===== config.mk =====
export PLATFORM = sky130hd
export DESIGN_NAME = fps_sequencer
export DESIGN_NICKNAME = d
export VERILOG_FILES = /design/src/rtl/fps_pkg.sv /design/src/rtl/fps_sequencer.sv /design/src/rtl/fps_delay.sv /design/src/rtl/fps_bus_cycle.sv
export SDC_FILE = /design/constraint.sdc
export NUM_CORES = 1
export LEC_CHECK = 0
export BUFFER_PORTS_ARGS = -buffer_cell sky130_fd_sc_hd__clkbuf_2
export CORE_MARGIN = 2
export CORE_UTILIZATION = 60
export DETAILED_ROUTE_END_ITERATION = 7
export PLACE_DENSITY = 0.92
export SLEW_MARGIN = 20
export SYNTH_ARGS = -nofsm -noshare
export SYNTH_HDL_FRONTEND = slang
export SYNTH_SLANG_ARGS = --single-unit

===== constraint.sdc =====
create_clock -name sys_clk -period 2.6 [get_ports sys_clk]
set_input_delay 0.26 -clock sys_clk [delete_from_list [all_inputs] [get_ports sys_clk]]
set_output_delay 0.26 -clock sys_clk [all_outputs]
set_load 0.01 [all_outputs]

===== src/rtl/fps_pkg.sv =====
// package: flash sequencer command codes, timing figures and cycle counts
package fps_pkg;
  // command codes written to the memory's command register
  localparam logic [7:0] CMD_READ     = 8'h00;
  localparam logic [7:0] CMD_ERASE    = 8'h20;
  localparam logic [7:0] CMD_ERASE_VF = 8'ha0;
  localparam logic [7:0] CMD_PROGRAM  = 8'h40;
  localparam logic [7:0] CMD_PROG_VF  = 8'hc0;
  localparam logic [7:0] CMD_RESET    = 8'hff;
  // data values
  localparam logic [7:0] ERASED_BYTE  = 8'hff;
  localparam logic [7:0] ZERO_BYTE    = 8'h00;
  localparam logic [14:0] FIRST_ADDR  = 15'h0000;
  // geometry and retry limit
  localparam int ADDR_W        = 15;
  localparam int MAX_PROG_TRY  = 25;
  // clock
  localparam int CLK_MHZ       = 40;
  // times in their own units, as printed
  localparam int PROG_PULSE_NS  = 9500;     // program_pulse_time, least
  localparam int ERASE_PULSE_NS = 9500000;  // erase_pulse_time, least
  localparam int WR_TO_OE_NS    = 6000;     // strobe end to output enable
  localparam int VPP_SETUP_NS   = 100;      // supply high to first strobe
  localparam int STROBE_NS      = 100;      // write pulse width used
  localparam int STROBE_HIGH_NS = 100;      // strobe high between writes
  localparam int READ_NS        = 200;      // output enable to sample
  // least times except the erase pulse round up to whole cycles, never below one
  function automatic int ns_to_cyc(input int ns);
    int c;
    c = (ns * CLK_MHZ + 999) / 1000;
    return (c < 1) ? 1 : c;
  endfunction
  localparam int PROG_PULSE_CYC  = ns_to_cyc(PROG_PULSE_NS);
  localparam int ERASE_PULSE_CYC = (ERASE_PULSE_NS / 1000) * CLK_MHZ;
  localparam int WR_TO_OE_CYC    = ns_to_cyc(WR_TO_OE_NS);
  localparam int VPP_SETUP_CYC   = ns_to_cyc(VPP_SETUP_NS);
  localparam int STROBE_CYC      = ns_to_cyc(STROBE_NS);
  localparam int STROBE_HIGH_CYC = ns_to_cyc(STROBE_HIGH_NS);
  localparam int READ_CYC        = ns_to_cyc(READ_NS);
  localparam int CNT_W           = 24;
  // controller states
  typedef enum logic [4:0] {
    FPS_IDLE, FPS_VPP_UP, FPS_ZERO_SETUP, FPS_ZERO_DATA,
    FPS_PGM_WAIT, FPS_PGM_VFY, FPS_PGM_READ, FPS_PGM_CHECK,
    FPS_ER_SETUP, FPS_ER_GO, FPS_ER_WAIT, FPS_ER_VFY, FPS_ER_READ,
    FPS_ER_CHECK, FPS_ABORT1, FPS_ABORT2, FPS_TO_READ, FPS_DONE
  } fps_state_e;
  // bus operation requested of the cycle engine
  typedef enum logic [1:0] {FPS_OP_WRITE, FPS_OP_READ} fps_op_e;
endpackage


===== src/rtl/fps_sequencer.sv =====
// host-side erase and program sequencer driving a 32K x 8 flash
`timescale 1ns/10ps
module fps_sequencer
  import fps_pkg::*;
#(
  parameter int              ERASE_CYC = ERASE_PULSE_CYC,
  parameter logic [ADDR_W-1:0] LAST_ADDR = '1,
  parameter int              MAX_TRY   = MAX_PROG_TRY
)(
  // clock and reset
  input  wire logic              sys_clk,
  input  wire logic              resetn,
  input  wire logic              clk_en,
  // user command port
  input  wire logic              start_erase,
  input  wire logic              start_prog,
  input  wire logic [ADDR_W-1:0] prog_addr,
  input  wire logic [7:0]        prog_data,
  output logic                   busy,
  output logic                   done,
  output logic                   fail,
  output logic [ADDR_W-1:0]      fail_addr,
  // flash pins
  output logic                   fl_vpp_en,
  output logic [ADDR_W-1:0]      fl_addr,
  output logic [7:0]             fl_dq_out,
  output logic                   fl_dq_oe_n,
  input  wire logic [7:0]        fl_dq_in,
  output logic                   fl_ce_n,
  output logic                   fl_we_n,
  output logic                   fl_oe_n
);
  fps_state_e        state;
  logic [15:0]       wr_gap;     // cycles since a write strobe was low
  logic              rd_ok;
  logic              erase_job;
  logic [ADDR_W-1:0] cur_addr;
  logic [7:0]        cur_data;
  logic [4:0]        tries;
  logic              bus_req;
  fps_op_e           bus_op;
  logic [ADDR_W-1:0] bus_addr;
  logic [7:0]        bus_wdata;
  logic              bus_ack;
  logic [7:0]        bus_rdata;
  logic              dly_start;
  logic [CNT_W-1:0]  dly_cycles;
  logic              dly_done;
  logic              waiting;

  // states that issue one bus write or read
  function automatic logic wants_bus(input fps_state_e s);
    case (s)
      FPS_ZERO_SETUP, FPS_ZERO_DATA, FPS_PGM_VFY, FPS_PGM_READ,
      FPS_ER_SETUP, FPS_ER_GO, FPS_ER_VFY, FPS_ER_READ,
      FPS_ABORT1, FPS_ABORT2, FPS_TO_READ: return 1'b1;
      default: return 1'b0;
    endcase
  endfunction

  // states whose step ends on the delay counter
  function automatic logic is_timed(input fps_state_e s);
    return (s == FPS_VPP_UP) || (s == FPS_PGM_WAIT) ||
           (s == FPS_ER_WAIT);
  endfunction

  fps_bus_cycle u_bus (
    .sys_clk    (sys_clk),
    .resetn     (resetn),
    .clk_en     (clk_en),
    .req        (bus_req),
    .op         (bus_op),
    .addr       (bus_addr),
    .wdata      (bus_wdata),
    .ack        (bus_ack),
    .rdata      (bus_rdata),
    .fl_addr    (fl_addr),
    .fl_dq_out  (fl_dq_out),
    .fl_dq_oe_n (fl_dq_oe_n),
    .fl_dq_in   (fl_dq_in),
    .fl_ce_n    (fl_ce_n),
    .fl_we_n    (fl_we_n),
    .fl_oe_n    (fl_oe_n)
  );

  fps_delay #(.W(CNT_W)) u_dly (
    .sys_clk (sys_clk),
    .resetn  (resetn),
    .clk_en  (clk_en),
    .start   (dly_start),
    .cycles  (dly_cycles),
    .done    (dly_done)
  );

  // bus request decode per state
  always_comb
  begin
    bus_req   = wants_bus(state);
    bus_op    = FPS_OP_WRITE;
    bus_addr  = cur_addr;
    bus_wdata = CMD_READ;
    case (state)
      FPS_ZERO_SETUP: bus_wdata = CMD_PROGRAM;
      FPS_ZERO_DATA:  bus_wdata = cur_data;
      FPS_PGM_VFY:    bus_wdata = CMD_PROG_VF;
      FPS_ER_SETUP:   bus_wdata = CMD_ERASE;
      FPS_ER_GO:      bus_wdata = CMD_ERASE;
      FPS_ER_VFY:     bus_wdata = CMD_ERASE_VF;
      FPS_ABORT1:     bus_wdata = CMD_RESET;
      FPS_ABORT2:     bus_wdata = CMD_RESET;
      FPS_PGM_READ:   bus_op    = FPS_OP_READ;
      FPS_ER_READ:    bus_op    = FPS_OP_READ;
      default:        bus_wdata = CMD_READ;
    endcase
    // no output enable until write recovery has passed
    if (bus_op == FPS_OP_READ && !rd_ok)
      bus_req = 1'b0;
  end

  // delay length per timed state; the strobe hold already gave one
  // high phase, so the program and erase waits below add to it and count from the ack at the end of the hold
  always_comb
  begin
    case (state)
      FPS_VPP_UP:   dly_cycles = CNT_W'(VPP_SETUP_CYC);
      FPS_PGM_WAIT: dly_cycles = CNT_W'(PROG_PULSE_CYC);
      FPS_ER_WAIT:  dly_cycles = CNT_W'(ERASE_CYC);
      default:      dly_cycles = CNT_W'(1);
    endcase
  end
  assign dly_start = is_timed(state) && !waiting;
  assign busy      = (state != FPS_IDLE);
  assign rd_ok     = (32'(wr_gap) >= WR_TO_OE_CYC);

  // write recovery timer; saturates so a long idle never wraps,
  // at no cost to verify reads, each of which follows a write that clears it
  always_ff @(posedge sys_clk or negedge resetn)
  begin
    if (!resetn)
      wr_gap <= '1;
    else if (clk_en)
    begin
      if (!fl_we_n)
        wr_gap <= 16'h0000;
      else if (wr_gap != '1)
        wr_gap <= wr_gap + 16'h0001;
    end
  end

  // arm the delay once on entry to a timed state
  always_ff @(posedge sys_clk or negedge resetn)
  begin
    if (!resetn)
      waiting <= 1'b0;
    else if (clk_en)
    begin
      if (!is_timed(state) || dly_done)
        waiting <= 1'b0;
      else
        waiting <= 1'b1;
    end
  end

  // main algorithm
  always_ff @(posedge sys_clk or negedge resetn)
  begin
    if (!resetn)
    begin
      state     <= FPS_IDLE;
      erase_job <= 1'b0;
      cur_addr  <= '0;
      cur_data  <= 8'h00;
      tries     <= 5'h00;
      done      <= 1'b0;
      fail      <= 1'b0;
      fail_addr <= '0;
      fl_vpp_en <= 1'b0;
    end
    else if (clk_en)
    begin
      done <= 1'b0;
      case (state)
        FPS_IDLE:
          if (start_erase || start_prog)
          begin
            fail      <= 1'b0;
            erase_job <= start_erase;
            // erase begins by zeroing the array from the bottom
            cur_addr  <= start_erase ? FIRST_ADDR : prog_addr;
            cur_data  <= start_erase ? ZERO_BYTE : prog_data;
            tries     <= 5'h00;
            fl_vpp_en <= 1'b1;
            state     <= FPS_VPP_UP;
          end
        FPS_VPP_UP:
          if (dly_done)
            state <= FPS_ZERO_SETUP;
        FPS_ZERO_SETUP:
          if (bus_ack)
            state <= FPS_ZERO_DATA;
        FPS_ZERO_DATA:
          if (bus_ack)
          begin
            tries <= tries + 5'h01;
            state <= FPS_PGM_WAIT;
          end
        FPS_PGM_WAIT:
          if (dly_done)
            state <= FPS_PGM_VFY;
        FPS_PGM_VFY:
          if (bus_ack)
            state <= FPS_PGM_READ;  // pulse ends here
        FPS_PGM_READ:
          if (bus_ack)
            state <= FPS_PGM_CHECK;  // read held off
        FPS_PGM_CHECK:
          if (bus_rdata == cur_data)
          begin
            tries <= 5'h00;
            if (!erase_job)
              state <= FPS_TO_READ;
            else if (cur_addr == LAST_ADDR)
            begin
              cur_addr <= FIRST_ADDR;
              state    <= FPS_ER_SETUP;
            end
            else
            begin
              cur_addr <= cur_addr + ADDR_W'(1);
              state    <= FPS_ZERO_SETUP;
            end
          end
          else if (32'(tries) >= MAX_TRY)
          begin
            fail      <= 1'b1;
            fail_addr <= cur_addr;
            state     <= FPS_ABORT1;
          end
          else
            state <= FPS_ZERO_SETUP;
        FPS_ER_SETUP:
          if (bus_ack)
            state <= FPS_ER_GO;  // arm only
        FPS_ER_GO:
          if (bus_ack)
            state <= FPS_ER_WAIT;
        FPS_ER_WAIT:
          if (dly_done)
            state <= FPS_ER_VFY;
        FPS_ER_VFY:
          if (bus_ack)
            state <= FPS_ER_READ;  // erase ends here
        FPS_ER_READ:
          if (bus_ack)
            state <= FPS_ER_CHECK;
        FPS_ER_CHECK:
          if (bus_rdata != ERASED_BYTE)
            state <= FPS_ER_SETUP;  // cur_addr kept
          else if (cur_addr == LAST_ADDR)
            state <= FPS_TO_READ;
          else
          begin
            cur_addr <= cur_addr + ADDR_W'(1);
            state    <= FPS_ER_VFY;
          end
        FPS_ABORT1:
          if (bus_ack)
            state <= FPS_ABORT2;
        FPS_ABORT2:
          if (bus_ack)
            state <= FPS_TO_READ;
        FPS_TO_READ:
          if (bus_ack)
            state <= FPS_DONE;
        FPS_DONE:
        begin
          fl_vpp_en <= 1'b0;
          done      <= 1'b1;
          state     <= FPS_IDLE;
        end
        default: state <= FPS_IDLE;
      endcase
    end
  end
endmodule


===== src/rtl/fps_delay.sv =====
// delay counter: counts a loaded number of cycles then pulses done
`timescale 1ns/10ps
module fps_delay
  import fps_pkg::*;
#(
  parameter int W = CNT_W
)(
  // clock and reset
  input  wire logic         sys_clk,
  input  wire logic         resetn,
  input  wire logic         clk_en,
  // control
  input  wire logic         start,
  input  wire logic [W-1:0] cycles,
  output logic              done
);
  logic [W-1:0] count;
  logic         busy;

  // one-shot: done pulses in the cycle the count expires
  always_ff @(posedge sys_clk or negedge resetn)
  begin
    if (!resetn)
    begin
      count <= '0;
      busy  <= 1'b0;
      done  <= 1'b0;
    end
    else if (clk_en)
    begin
      done <= 1'b0;
      if (start)
      begin
        count <= cycles;
        busy  <= 1'b1;
      end
      else if (busy)
      begin
        if (count <= W'(1))
        begin
          busy <= 1'b0;
          done <= 1'b1;
        end
        else
          count <= count - W'(1);
      end
    end
  end
endmodule


===== src/rtl/fps_bus_cycle.sv =====
// bus cycle engine: one write or read cycle on the flash pins
`timescale 1ns/10ps
module fps_bus_cycle
  import fps_pkg::*;
(
  // clock and reset
  input  wire logic              sys_clk,
  input  wire logic              resetn,
  input  wire logic              clk_en,
  // request from the sequencer
  input  wire logic              req,
  input  wire fps_op_e           op,
  input  wire logic [ADDR_W-1:0] addr,
  input  wire logic [7:0]        wdata,
  output logic                   ack,
  output logic [7:0]             rdata,
  // flash pins
  output logic [ADDR_W-1:0]      fl_addr,
  output logic [7:0]             fl_dq_out,
  output logic                   fl_dq_oe_n,
  input  wire logic [7:0]        fl_dq_in,
  output logic                   fl_ce_n,
  output logic                   fl_we_n,
  output logic                   fl_oe_n
);
  typedef enum logic [1:0] {BC_IDLE, BC_STROBE, BC_HOLD} fps_bc_e;
  fps_bc_e     bc;
  logic [7:0]  cnt;
  logic        is_rd;

  // ce and we fall together; we is the governing strobe
  always_ff @(posedge sys_clk or negedge resetn)
  begin
    if (!resetn)
    begin
      bc         <= BC_IDLE;
      cnt        <= 8'h00;
      is_rd      <= 1'b0;
      ack        <= 1'b0;
      rdata      <= 8'h00;
      fl_addr    <= '0;
      fl_dq_out  <= 8'h00;
      fl_dq_oe_n <= 1'b1;
      fl_ce_n    <= 1'b1;
      fl_we_n    <= 1'b1;
      fl_oe_n    <= 1'b1;
    end
    else if (clk_en)
    begin
      ack <= 1'b0;
      case (bc)
        BC_IDLE:
          if (req && !ack)
          begin
            fl_addr <= addr;
            is_rd   <= (op == FPS_OP_READ);
            fl_ce_n <= 1'b0;
            cnt     <= 8'(op == FPS_OP_READ ? READ_CYC : STROBE_CYC);
            if (op == FPS_OP_READ)
              fl_oe_n <= 1'b0;
            else
            begin
              fl_we_n    <= 1'b0;
              fl_dq_out  <= wdata;
              fl_dq_oe_n <= 1'b0;
            end
            bc <= BC_STROBE;
          end
        BC_STROBE:
          if (cnt <= 8'h01)
          begin
            // rising strobe edge latches the data
            if (is_rd)
              rdata <= fl_dq_in;
            fl_we_n <= 1'b1;
            fl_oe_n <= 1'b1;
            fl_ce_n <= 1'b1;
            cnt     <= 8'(STROBE_HIGH_CYC);
            bc      <= BC_HOLD;
          end
          else
            cnt <= cnt - 8'h01;
        BC_HOLD:
          if (cnt <= 8'h01)
          begin
            fl_dq_oe_n <= 1'b1;
            ack        <= 1'b1;
            bc         <= BC_IDLE;
          end
          else
            cnt <= cnt - 8'h01;
        default: bc <= BC_IDLE;
      endcase
    end
  end
endmodule


==> results of run 1 <==
==> cell families after synthesis <==
group,count (synthesis),share of synthesized area
multiplexers,45,0.0635
AND/OR/NAND/NOR,323,0.214
AO/OA/AOI/OAI,206,0.168
flip-flops,142,0.454
XOR/XNOR,27,0.0300
adder cells (fa/ha/maj),18,0.0286
buffers and inverters,70,0.0411
==> synth_stat cells (4+ instances only) <==
| cell | n | share of area |
|---|---|---|
| inv_1 | 30 | 0.014 |
| nor2_1 | 78 | 0.037 |
| a211oi_1 | 4 | 0.0038 |
| o21ai_0 | 44 | 0.028 |
| a21oi_1 | 54 | 0.034 |
| buf_4 | 4 | 0.0038 |
| nand2b_1 | 8 | 0.0064 |
| mux2i_1 | 5 | 0.0064 |
| dfrtp_1 | 122 | 0.39 |
| buf_6 | 4 | 0.0057 |
| a31o_2 | 4 | 0.0044 |
| o21ai_1 | 23 | 0.015 |
| dfstp_2 | 20 | 0.067 |
| or3_1 | 5 | 0.0040 |
| a32oi_1 | 6 | 0.0067 |
| o21a_1 | 5 | 0.0048 |
| clkbuf_1 | 17 | 0.0081 |
| o22ai_1 | 8 | 0.0064 |
| nand2_1 | 76 | 0.036 |
| nor4_1 | 11 | 0.0087 |
| mux2_1 | 8 | 0.011 |
| nor3_1 | 29 | 0.018 |
| nor3b_1 | 4 | 0.0038 |
| nor4_2 | 5 | 0.0079 |
| mux2_2 | 32 | 0.046 |
| xor2_1 | 17 | 0.019 |
| a31oi_1 | 6 | 0.0048 |
| ha_1 | 18 | 0.029 |
| a21o_1 | 4 | 0.0038 |
| nand3b_1 | 13 | 0.012 |
| nand4_1 | 21 | 0.017 |
| xnor2_1 | 10 | 0.011 |
| nand3_1 | 36 | 0.023 |
| nor2b_1 | 8 | 0.0064 |
| o31ai_1 | 10 | 0.0095 |
| buf_2 | 13 | 0.0083 |
==> stage by stage <==
step,setup slack [ns],util
global placement,0.182,0.681
detailed placement,0.0915,0.681
floorplan,0.351,-
global route,0.00113,0.732
finish,0.0787,0.732
CTS,0.0737,0.730
==> metal layers <==
metal	part of all wire	up-vias
met5	0	-
met4	0.038	0
met3	0.080	96
met2	0.50	445
met1	0.39	3506
li1	-	3224
==> cell type report <==
cell class              instances  area share
clock buffers                  18      0.0472
clock inverters                14      0.0181
inverters                      31      0.0125
multi-input cells             619       0.429
flip-flops and latches        142       0.385
well taps                     172      0.0231
repair buffers                128      0.0851
==> worst paths after layout <==
kind | to | cells past startpoint
worst min register to register | u_bus.fl_addr[11] | 2
worst max-delay path | state[3] | 7
min in group asynchronous | u_bus.cnt[0] | 2
max in group asynchronous | wr_gap[6] | 3
worst min-delay path | u_bus.rdata[0] | 2
worst max register to register | state[3] | 7
==> registers in the layout, indices dropped and copies added (netlist names), 2 cells and up <==
register,cells
bus_addr,15
u_bus.fl_addr,15
u_dly.count,24
u_bus.bc,2
u_bus.cnt,8
wr_gap,16
fail_addr,15
cur_data,8
u_bus.rdata,8
u_bus.fl_dq_out,8
state,5
tries,5
==> what timing repair did <==
item,4_1_cts,5_1_grt
gates resized for setup,0,8
endpoints found under the setup margin,0,40
hold buffers,1,0
hold endpoints to repair,34,0
==> where the power goes <==
group          switching [mW]  internal, mW  leakage, nW
Sequential              0.752          2.90         1.80
Combinational            2.75          1.87         2.03
Clock                    1.05          1.48        0.297
==> results_dict.tcl, run 1 <==
set metrics [dict create \
    synthesis.area_um2 7880 \
    finalSetupViolations 0 \
    critPathRequiredTime_ns 2.92 \
    hold_viol 0 \
    pin_count 82 \
    drive_above_1_share 0.259 \
    max_slew.worst_pin.slew_ns 0.918 \
    grt_pass1_wl_mm 35.3 \
    fp.dieW_um 119 \
    synth-seq-area-share 0.454 \
    maxCapViolations 0 \
    wl_mm 21.3 \
    num_rows 41 \
    htreeDepth 4 \
    hpwl_mm 13.6 \
    wire_per_inst_um 18.9 \
    final_cell_mix "121 x dfrtp_1, 80 x clkbuf_2, 76 x nor2_1, 76 x nand2_1, 53 x a21oi_1" \
    grt_overflow 0 \
    busiest_layer "met2" \
    finClkSkew_ns 0.00864 \
    arrival_ns 2.84 \
    syn_avg_cell_area_um2 9.48 \
    grtUsageMet3 0.0647 \
    start_kind "flop" \
    cp.buffers_inverters 1 \
    syn_inst 831 \
    die_y_um 119 \
    setup.worst_path.end_class "flop" \
    grt_use_met2 0.510 \
    path_clk_slew_ns 0.07 \
    fmax_ghz 0.397 \
    crit_path_top_delay_cell "or4b_1" \
    grt_antenna_before_repair 0 \
    rsz0062_at_grt "false" \
    coreArea_um2 12700 \
    n_fill_cell 858 \
    fin_cells 1124 \
    start_util 0.619 \
    multiInputGateArea_um2 4000 \
    powerDensity_nw_per_um2 1160 \
    hold-worst-slack_ns 0.0597 \
    setup.worst_path.class "reg2reg" \
    syn-num-nets 885 \
    area_growth_pct 18.2 \
    yosysWarnings 0 \
    portBuffers 81 \
    r2r_start "state[0]" \
    p_leak_nw 4.13 \
    slew_headroom 0.383 \
    drt_iter0_drc 724 \
    tns_ns 0 \
    cts_buffer_depth 2 \
    ant_nets 0 \
    num_antenna_cells 0 \
    synth_flop_cell "dfrtp_1" \
    hold_path_class "in2reg" \
    fin_nets 993 \
    dr.pass1.iters 5 \
    numCtsBuffers 17 \
    grt_util_all_layers 0.310 \
    finish.instance_area_um2 9310 \
    max_stage_delay_ns 0.51 \
    setup.worst_path.start "state[0]" \
    vias 7271 \
    layout_commonest_cell "dfrtp_1" \
    fin_crit_sh 0.970 \
    min-delay-start "fl_dq_in[0]" \
    gr-usage-met1 0.391 \
    status "finished clean" \
    ff_latch_area_um2 3580 \
    ys_ff_latch 142 \
    drv_slew 0 \
    dp_cells 1091 \
    cts_setup_buffers 0 \
    dieArea_um2 14100 \
    grt_pass1_vias 7216 \
    clock-sinks 142 \
    ir_worst_vdd_mv 0.948 \
    ys_async_sr_fraction 1.00 \
    gp_congestion 0.985 \
    ys_types 84 \
    rrSetupSlack_ns 0.08 \
    via_per_inst 6.47 \
    synth-edff-count 0 \
    tritoncts "yes" \
    path_cells "inv_1 -> ha_2 -> or4b_1 -> o31ai_1 -> nor2_1 -> nand2_2 -> mux2_2" \
    root_buffer "clkbuf_16" \
    clk_latency_ns 0.43 \
    layout_min_cycle_time_ns 2.52 \
    grt_max_degree 60 \
    crit_path_max_fanout 9 \
    totalPowerFinal_mw 10.8 \
    critPathTopFamily "simple AND/OR/NAND/NOR gates" \
    placed_area_um2 8670 \
    drt_drc_violations_left 0 \
]
No activity file was read; power rests on OpenSTA's default activity.
==> inputs of run 2 (changes only) <==
--- a/config.mk
+++ b/config.mk
@@ -10,6 +10,7 @@
 export CORE_UTILIZATION = 60
 export DETAILED_ROUTE_END_ITERATION = 7
 export PLACE_DENSITY = 0.92
+export REMOVE_ABC_BUFFERS = 1
 export SLEW_MARGIN = 20
 export SYNTH_ARGS = -nofsm -noshare
 export SYNTH_HDL_FRONTEND = slang
==> results_dict.tcl, run 2 (synthesis results as in run 1) <==
set metrics [dict create \
    largest_reg_flops 24 \
    area_growth_pct 18.0 \
    setup_ws_ns 0.0901 \
    ir_worst_vdd_mv 0.690 \
    grt_pass1_wl_mm 34.2 \
    n_fill_cell 880 \
    path_cells "inv_1 -> ha_2 -> mux2_1 -> o211a_1 -> or3b_1 -> and2_4 -> and3_4 -> a31o_2" \
    drt_iter0_drc 735 \
    cts_buffer_depth 2 \
    root_buffer "clkbuf_16" \
    holdPathEnd "cur_data[3]" \
    grt_max_degree 49 \
    wire_per_inst_um 18.5 \
    p_leak_nw 4.13 \
    layout_commonest_cell "dfrtp_1" \
    pin_count 82 \
    numCtsBuffers 17 \
    fp.dieW_um 119 \
    fin_crit_sh 0.965 \
    rsz0062_at_grt "false" \
    finalSetupViolations 0 \
    maxCapViolations 0 \
    grt_antenna_before_repair 0 \
    ant_nets 0 \
    fin_nets 997 \
    vias 7254 \
    dieArea_um2 14100 \
    tritoncts "yes" \
    critPathTopFamily "simple AND/OR/NAND/NOR gates" \
    clock-sinks 142 \
    drt_drc_violations_left 0 \
    hpwl_mm 13.6 \
    max_slew.worst_pin.slew_ns 0.759 \
    r2r-end "u_bus.fl_we_n" \
    layout_min_cycle_time_ns 2.51 \
    r2r_start "state[1]" \
    arrival_ns 2.86 \
    drv_slew 0 \
    fmax_ghz 0.398 \
    min-delay-start "prog_data[3]" \
    hold_path_class "in2reg" \
    drive_above_1_share 0.259 \
    crit_path_top_delay_cell "or3b_1" \
    worstRegToRegCells 8 \
    preCtsSetupSlack_ns 0.0651 \
    via_per_inst 6.43 \
    min_path_cells 3 \
    regMostFlops "u_dly.count" \
    cp.buffers_inverters 1 \
    path_clk_slew_ns 0.06 \
    hold_viol 0 \
    status "finished clean" \
    tns_ns 0 \
    num_rows 41 \
    critPathRequiredTime_ns 2.95 \
    wl_mm 20.9 \
    htreeDepth 4 \
    gp_congestion 0.918 \
    clk_latency_ns 0.43 \
    setup.worst_path.end_class "flop" \
    finClkSkew_ns 0.0110 \
    portBuffers 81 \
    start_kind "flop" \
    grt_overflow 0 \
    start_util 0.619 \
    max_stage_delay_ns 0.47 \
    grt_util_all_layers 0.300 \
    powerDensity_nw_per_um2 1130 \
    dr.pass1.iters 6 \
    setup.worst_path.class "reg2reg" \
    num_antenna_cells 0 \
    top_regs "u_dly.count (24), wr_gap (16)" \
    crit_path_max_fanout 6 \
    die_y_um 119 \
    rrSetupSlack_ns 0.09 \
    slew_headroom 0.493 \
    coreArea_um2 12700 \
    grt_pass1_vias 7011 \
    final_cell_mix "122 x dfrtp_1, 80 x clkbuf_2, 77 x nor2_1, 75 x nand2_1, 54 x a21oi_1" \
]
[run 2: changes by cell type in the layout (fill, tap and decap cells not counted), sizes merged]
cell and delta:
buf +4, bufinv -1, clkbuf +2, clkinv +5, clkinvlp +1, inv -7
[run 2: per-stage QoR]
step	hold WS (ns)	instance area (um^2)	utilization	power (mW)	instances
6_report	0.0559	9300	0.731	10.5	1128
4_1_cts	0.0505	9220	0.725	10.3	1120
3_3_place_gp	0.220	8640	0.679	7.72	1087
2_1_floorplan	-0.0356	7670	-	6.41	792
5_1_grt	0.0582	9300	0.731	11.1	1128
3_5_place_dp	0.217	8640	0.679	7.90	1087
[run 2: final cells by class]
class,instances,area (um^2),area share
inverter,31,116,0.0125
clock buffer,20,457,0.0491
timing repair buffer,132,822,0.0884
tap,172,215,0.0231
clock inverter,12,113,0.0121
sequential,142,3580,0.385
multi-input combinational,619,4000,0.430
[run 2: per-layer routing]
layer | track usage | vias up | share of wire
li1 | - | 3238 | -
met1 | 0.389 | 3501 | 0.40
met2 | 0.477 | 421 | 0.49
met3 | 0.0560 | 94 | 0.074
met4 | 0.161 | 0 | 0.040
met5 | 0 | - | 0
[run 2: what timing repair did]
action | in CTS | in global routing
hold buffers | 1 | 0
hold endpoints to repair | 45 | 0
endpoints found under the setup margin | 0 | 32
setup buffers | 0 | 8
gates resized for setup | 0 | 6
[run 2: tightest hold or removal path: cells and delay by family]
kind	cells	cell delay, ns
AND/OR/NAND/NOR	2	0.11
buffers and inverters	1	0.08
[run 2: worst max-delay path by stage]
| stage | from | endpoint | slack, ns | depth (start not counted) |
|---|---|---|---|---|
| 2_1_floorplan | state[0] | bus_addr[14] | 0.17 | 8 |
| 3_3_place_gp | state[1] | u_bus.cnt[4] | 0.19 | 8 |
| 3_5_place_dp | state[1] | u_bus.cnt[7] | 0.07 | 8 |
| 4_1_cts | state[1] | u_bus.cnt[7] | 0.01 | 8 |
| 5_1_grt | state[1] | u_bus.fl_addr[1] | 0.001 | 8 |
| 6_report | state[1] | u_bus.fl_we_n | 0.09 | 8 |
[run 2: where the power goes]
group / switching, mW / internal, mW / total [mW]
sequential: 0.742 / 2.90 / 3.64
clock: 0.976 / 1.37 / 2.35
combinational: 2.65 / 1.87 / 4.52
total: 4.37 / 6.14 / 10.5
==> inputs of run 3 (changes only) <==
--- a/config.mk
+++ b/config.mk
@@ -5,6 +5,7 @@
 export SDC_FILE = /design/constraint.sdc
 export NUM_CORES = 1
 export LEC_CHECK = 0
+export ABC_AREA = 1
 export BUFFER_PORTS_ARGS = -buffer_cell sky130_fd_sc_hd__clkbuf_2
 export CORE_MARGIN = 2
 export CORE_UTILIZATION = 60
==> results_dict.tcl, run 3 <==
set metrics [dict create \
    gp_congestion 0.957 \
    power_frac_comb 0.413 \
    grt_max_degree 66 \
    yosysMostFrequentCell "nand2_1" \
    synthesis.area_um2 8170 \
    critPathRequiredTime_ns 2.90 \
    dr.pass1.iters 7 \
    seq_power_share 0.338 \
    tns_ns 0 \
    grt_util_all_layers 0.294 \
    rsz0062_at_grt "false" \
    status "finished clean" \
    clk_latency_ns 0.43 \
    start_util 0.617 \
    synth_top_area_cell "dfrtp_1" \
    rrSetupSlack_ns 0.22 \
    max_slew.worst_pin.slew_ns 0.903 \
    syn_inst 1101 \
    synthTopCellsByArea "dfrtp_1 37%, nand2_1 15%, dfstp_2 6.4%" \
    cts_setup_buffers 0 \
    die_y_um 121 \
    start_kind "flop" \
    final_cell_mix "329 x nand2_1, 124 x nor2_1, 122 x dfrtp_1, 106 x inv_1, 93 x o21ai_0" \
    regMostFlops "u_dly.count" \
    synth_flop_cell "dfrtp_1" \
    layout_min_cycle_time_ns 2.38 \
    placed_area_um2 8750 \
    wl_mm 20.3 \
    hold_path_class "in2reg" \
    wire_per_inst_um 14.8 \
    largest_reg_flops 24 \
    ys_ff_latch 142 \
    finClkSkew_ns 0.00848 \
    setup.worst_path.class "reg2reg" \
    fmax_ghz 0.420 \
    finalSetupViolations 0 \
    hpwl_mm 14.5 \
    grt_pass1_vias 7576 \
    pin_count 82 \
    numCtsBuffers 17 \
    fin_cells 1377 \
    layout_commonest_cell "nand2_1" \
    grt_overflow 0 \
    ir_worst_vdd_mv 0.628 \
    drv_slew 0 \
    vias 7739 \
    cts_buffer_depth 2 \
    n_fill_cell 1041 \
    grt_antenna_before_repair 0 \
    num_rows 42 \
    coreArea_um2 13200 \
    via_per_inst 5.62 \
    preCtsSetupSlack_ns 0.247 \
    dp_cells 1344 \
    drt_drc_violations_left 0 \
    fp.dieW_um 121 \
    grt_pass1_wl_mm 34.5 \
    slew_headroom 0.396 \
    synth-edff-count 0 \
    ys_async_sr_fraction 1.00 \
    p_int_mw 5.90 \
    finish.instance_area_um2 9380 \
    ys_types 41 \
    fin_crit_sh 0.916 \
    tritoncts "yes" \
    area_growth_pct 14.9 \
    root_buffer "clkbuf_16" \
    path_clk_slew_ns 0.06 \
    yosysWarnings 0 \
    num_antenna_cells 0 \
    clock-sinks 142 \
    ant_nets 0 \
    portBuffers 81 \
    setup.worst_path.end_class "flop" \
    synth_common_cells "329 x nand2_1, 124 x nor2_1, 122 x dfrtp_1" \
    p_sw_mw 4.44 \
    hold_viol 0 \
    fin_nets 1242 \
    netlist.area_leader.share 0.374 \
    syn_avg_cell_area_um2 7.42 \
    dieArea_um2 14600 \
    top_regs "u_dly.count (24), wr_gap (16)" \
    crit_path_max_fanout 22 \
    sw_frac_of_total 0.430 \
    setup_ws_ns 0.218 \
    p_clk_frac 0.249 \
    arrival_ns 2.68 \
    maxCapViolations 0 \
    powerDensity_nw_per_um2 1100 \
    drive_above_1_share 0.147 \
    p_leak_nw 4.74 \
    drt_iter0_drc 810 \
    synth-seq-area-share 0.438 \
    htreeDepth 4 \
]
[run 3: critical path, cell delays in order, from the launching register on]
cell and delay (ns):
dfrtp_1 0.40, inv_1 0.15, ha_1 0.19, nand2_1 0.08, nor2_2 0.22, inv_1 0.09, a21oi_1 0.34, nor3_2 0.07
nand3_2 0.18, clkinv_2 0.30, nand2_1 0.16, o21ai_0 0.09
[run 3: power groups by stage]
stage	Sequential (mW)	Combinational [mW]	Clock, mW
floorplan	3.41	2.98	0
global placement	3.46	4.01	0
detailed placement	3.49	4.16	0
CTS	3.47	4.21	2.59
global route	3.57	4.83	2.68
finish	3.49	4.27	2.57
[run 3: path summary, 6_finish.rpt]
check,startpoint,endpoint,cells past startpoint
worst max-delay path,state[0],bus_addr[14],11
worst min-delay path,prog_data[4],cur_data[4],2
worst max register to register,state[0],bus_addr[14],11
worst min register to register,u_bus.fl_ce_n,u_bus.fl_ce_n,2
max in group asynchronous,resetn,u_bus.fl_addr[12],3
min in group asynchronous,resetn,u_bus.cnt[5],2
[run 3: kinds of logic after synthesis]
group | synth area share
AO/OA/AOI/OAI | 0.113
AND/OR/NAND/NOR | 0.305
multiplexers | 0.00827
adder cells (fa/ha/maj) | 0.0276
buffers and inverters | 0.0699
XOR/XNOR | 0.0386
flip-flops | 0.438
[run 3: cell type report]
| class | instances | area, um^2 | share of cell area |
|---|---|---|---|
| multi-input combinational | 820 | 4020 | 0.428 |
| clock buffer | 18 | 429 | 0.0458 |
| clock inverter | 14 | 191 | 0.0204 |
| timing repair buffer | 92 | 509 | 0.0543 |
| tap | 176 | 220 | 0.0235 |
| inverter | 115 | 434 | 0.0463 |
| sequential | 142 | 3580 | 0.381 |
[run 3: timing repair]
| item | 4_1_cts | 5_1_grt |
|---|---|---|
| gates resized for setup | 0 | 1 |
| endpoints found under the setup margin | 0 | 10 |
| hold buffers | 1 | 0 |
| endpoints found under the hold margin | 44 | 0 |
[run 3: routing by layer]
metal | part of all wire | vias to the layer above | track usage
li1 | - | 3746 | -
met1 | 0.42 | 3590 | 0.376
met2 | 0.49 | 353 | 0.487
met3 | 0.074 | 50 | 0.0665
met4 | 0.024 | 0 | 0.116
met5 | 0 | - | 0
[run 3: metrics by stage]
step / hold WS (ns) / util / power [mW]
after floorplan: -0.0356 / - / 6.40
after global placement: 0.283 / 0.661 / 7.46
after detailed placement: 0.287 / 0.661 / 7.65
after CTS: 0.0502 / 0.708 / 10.3
after global routing: 0.0549 / 0.708 / 11.1
final: 0.0619 / 0.708 / 10.3
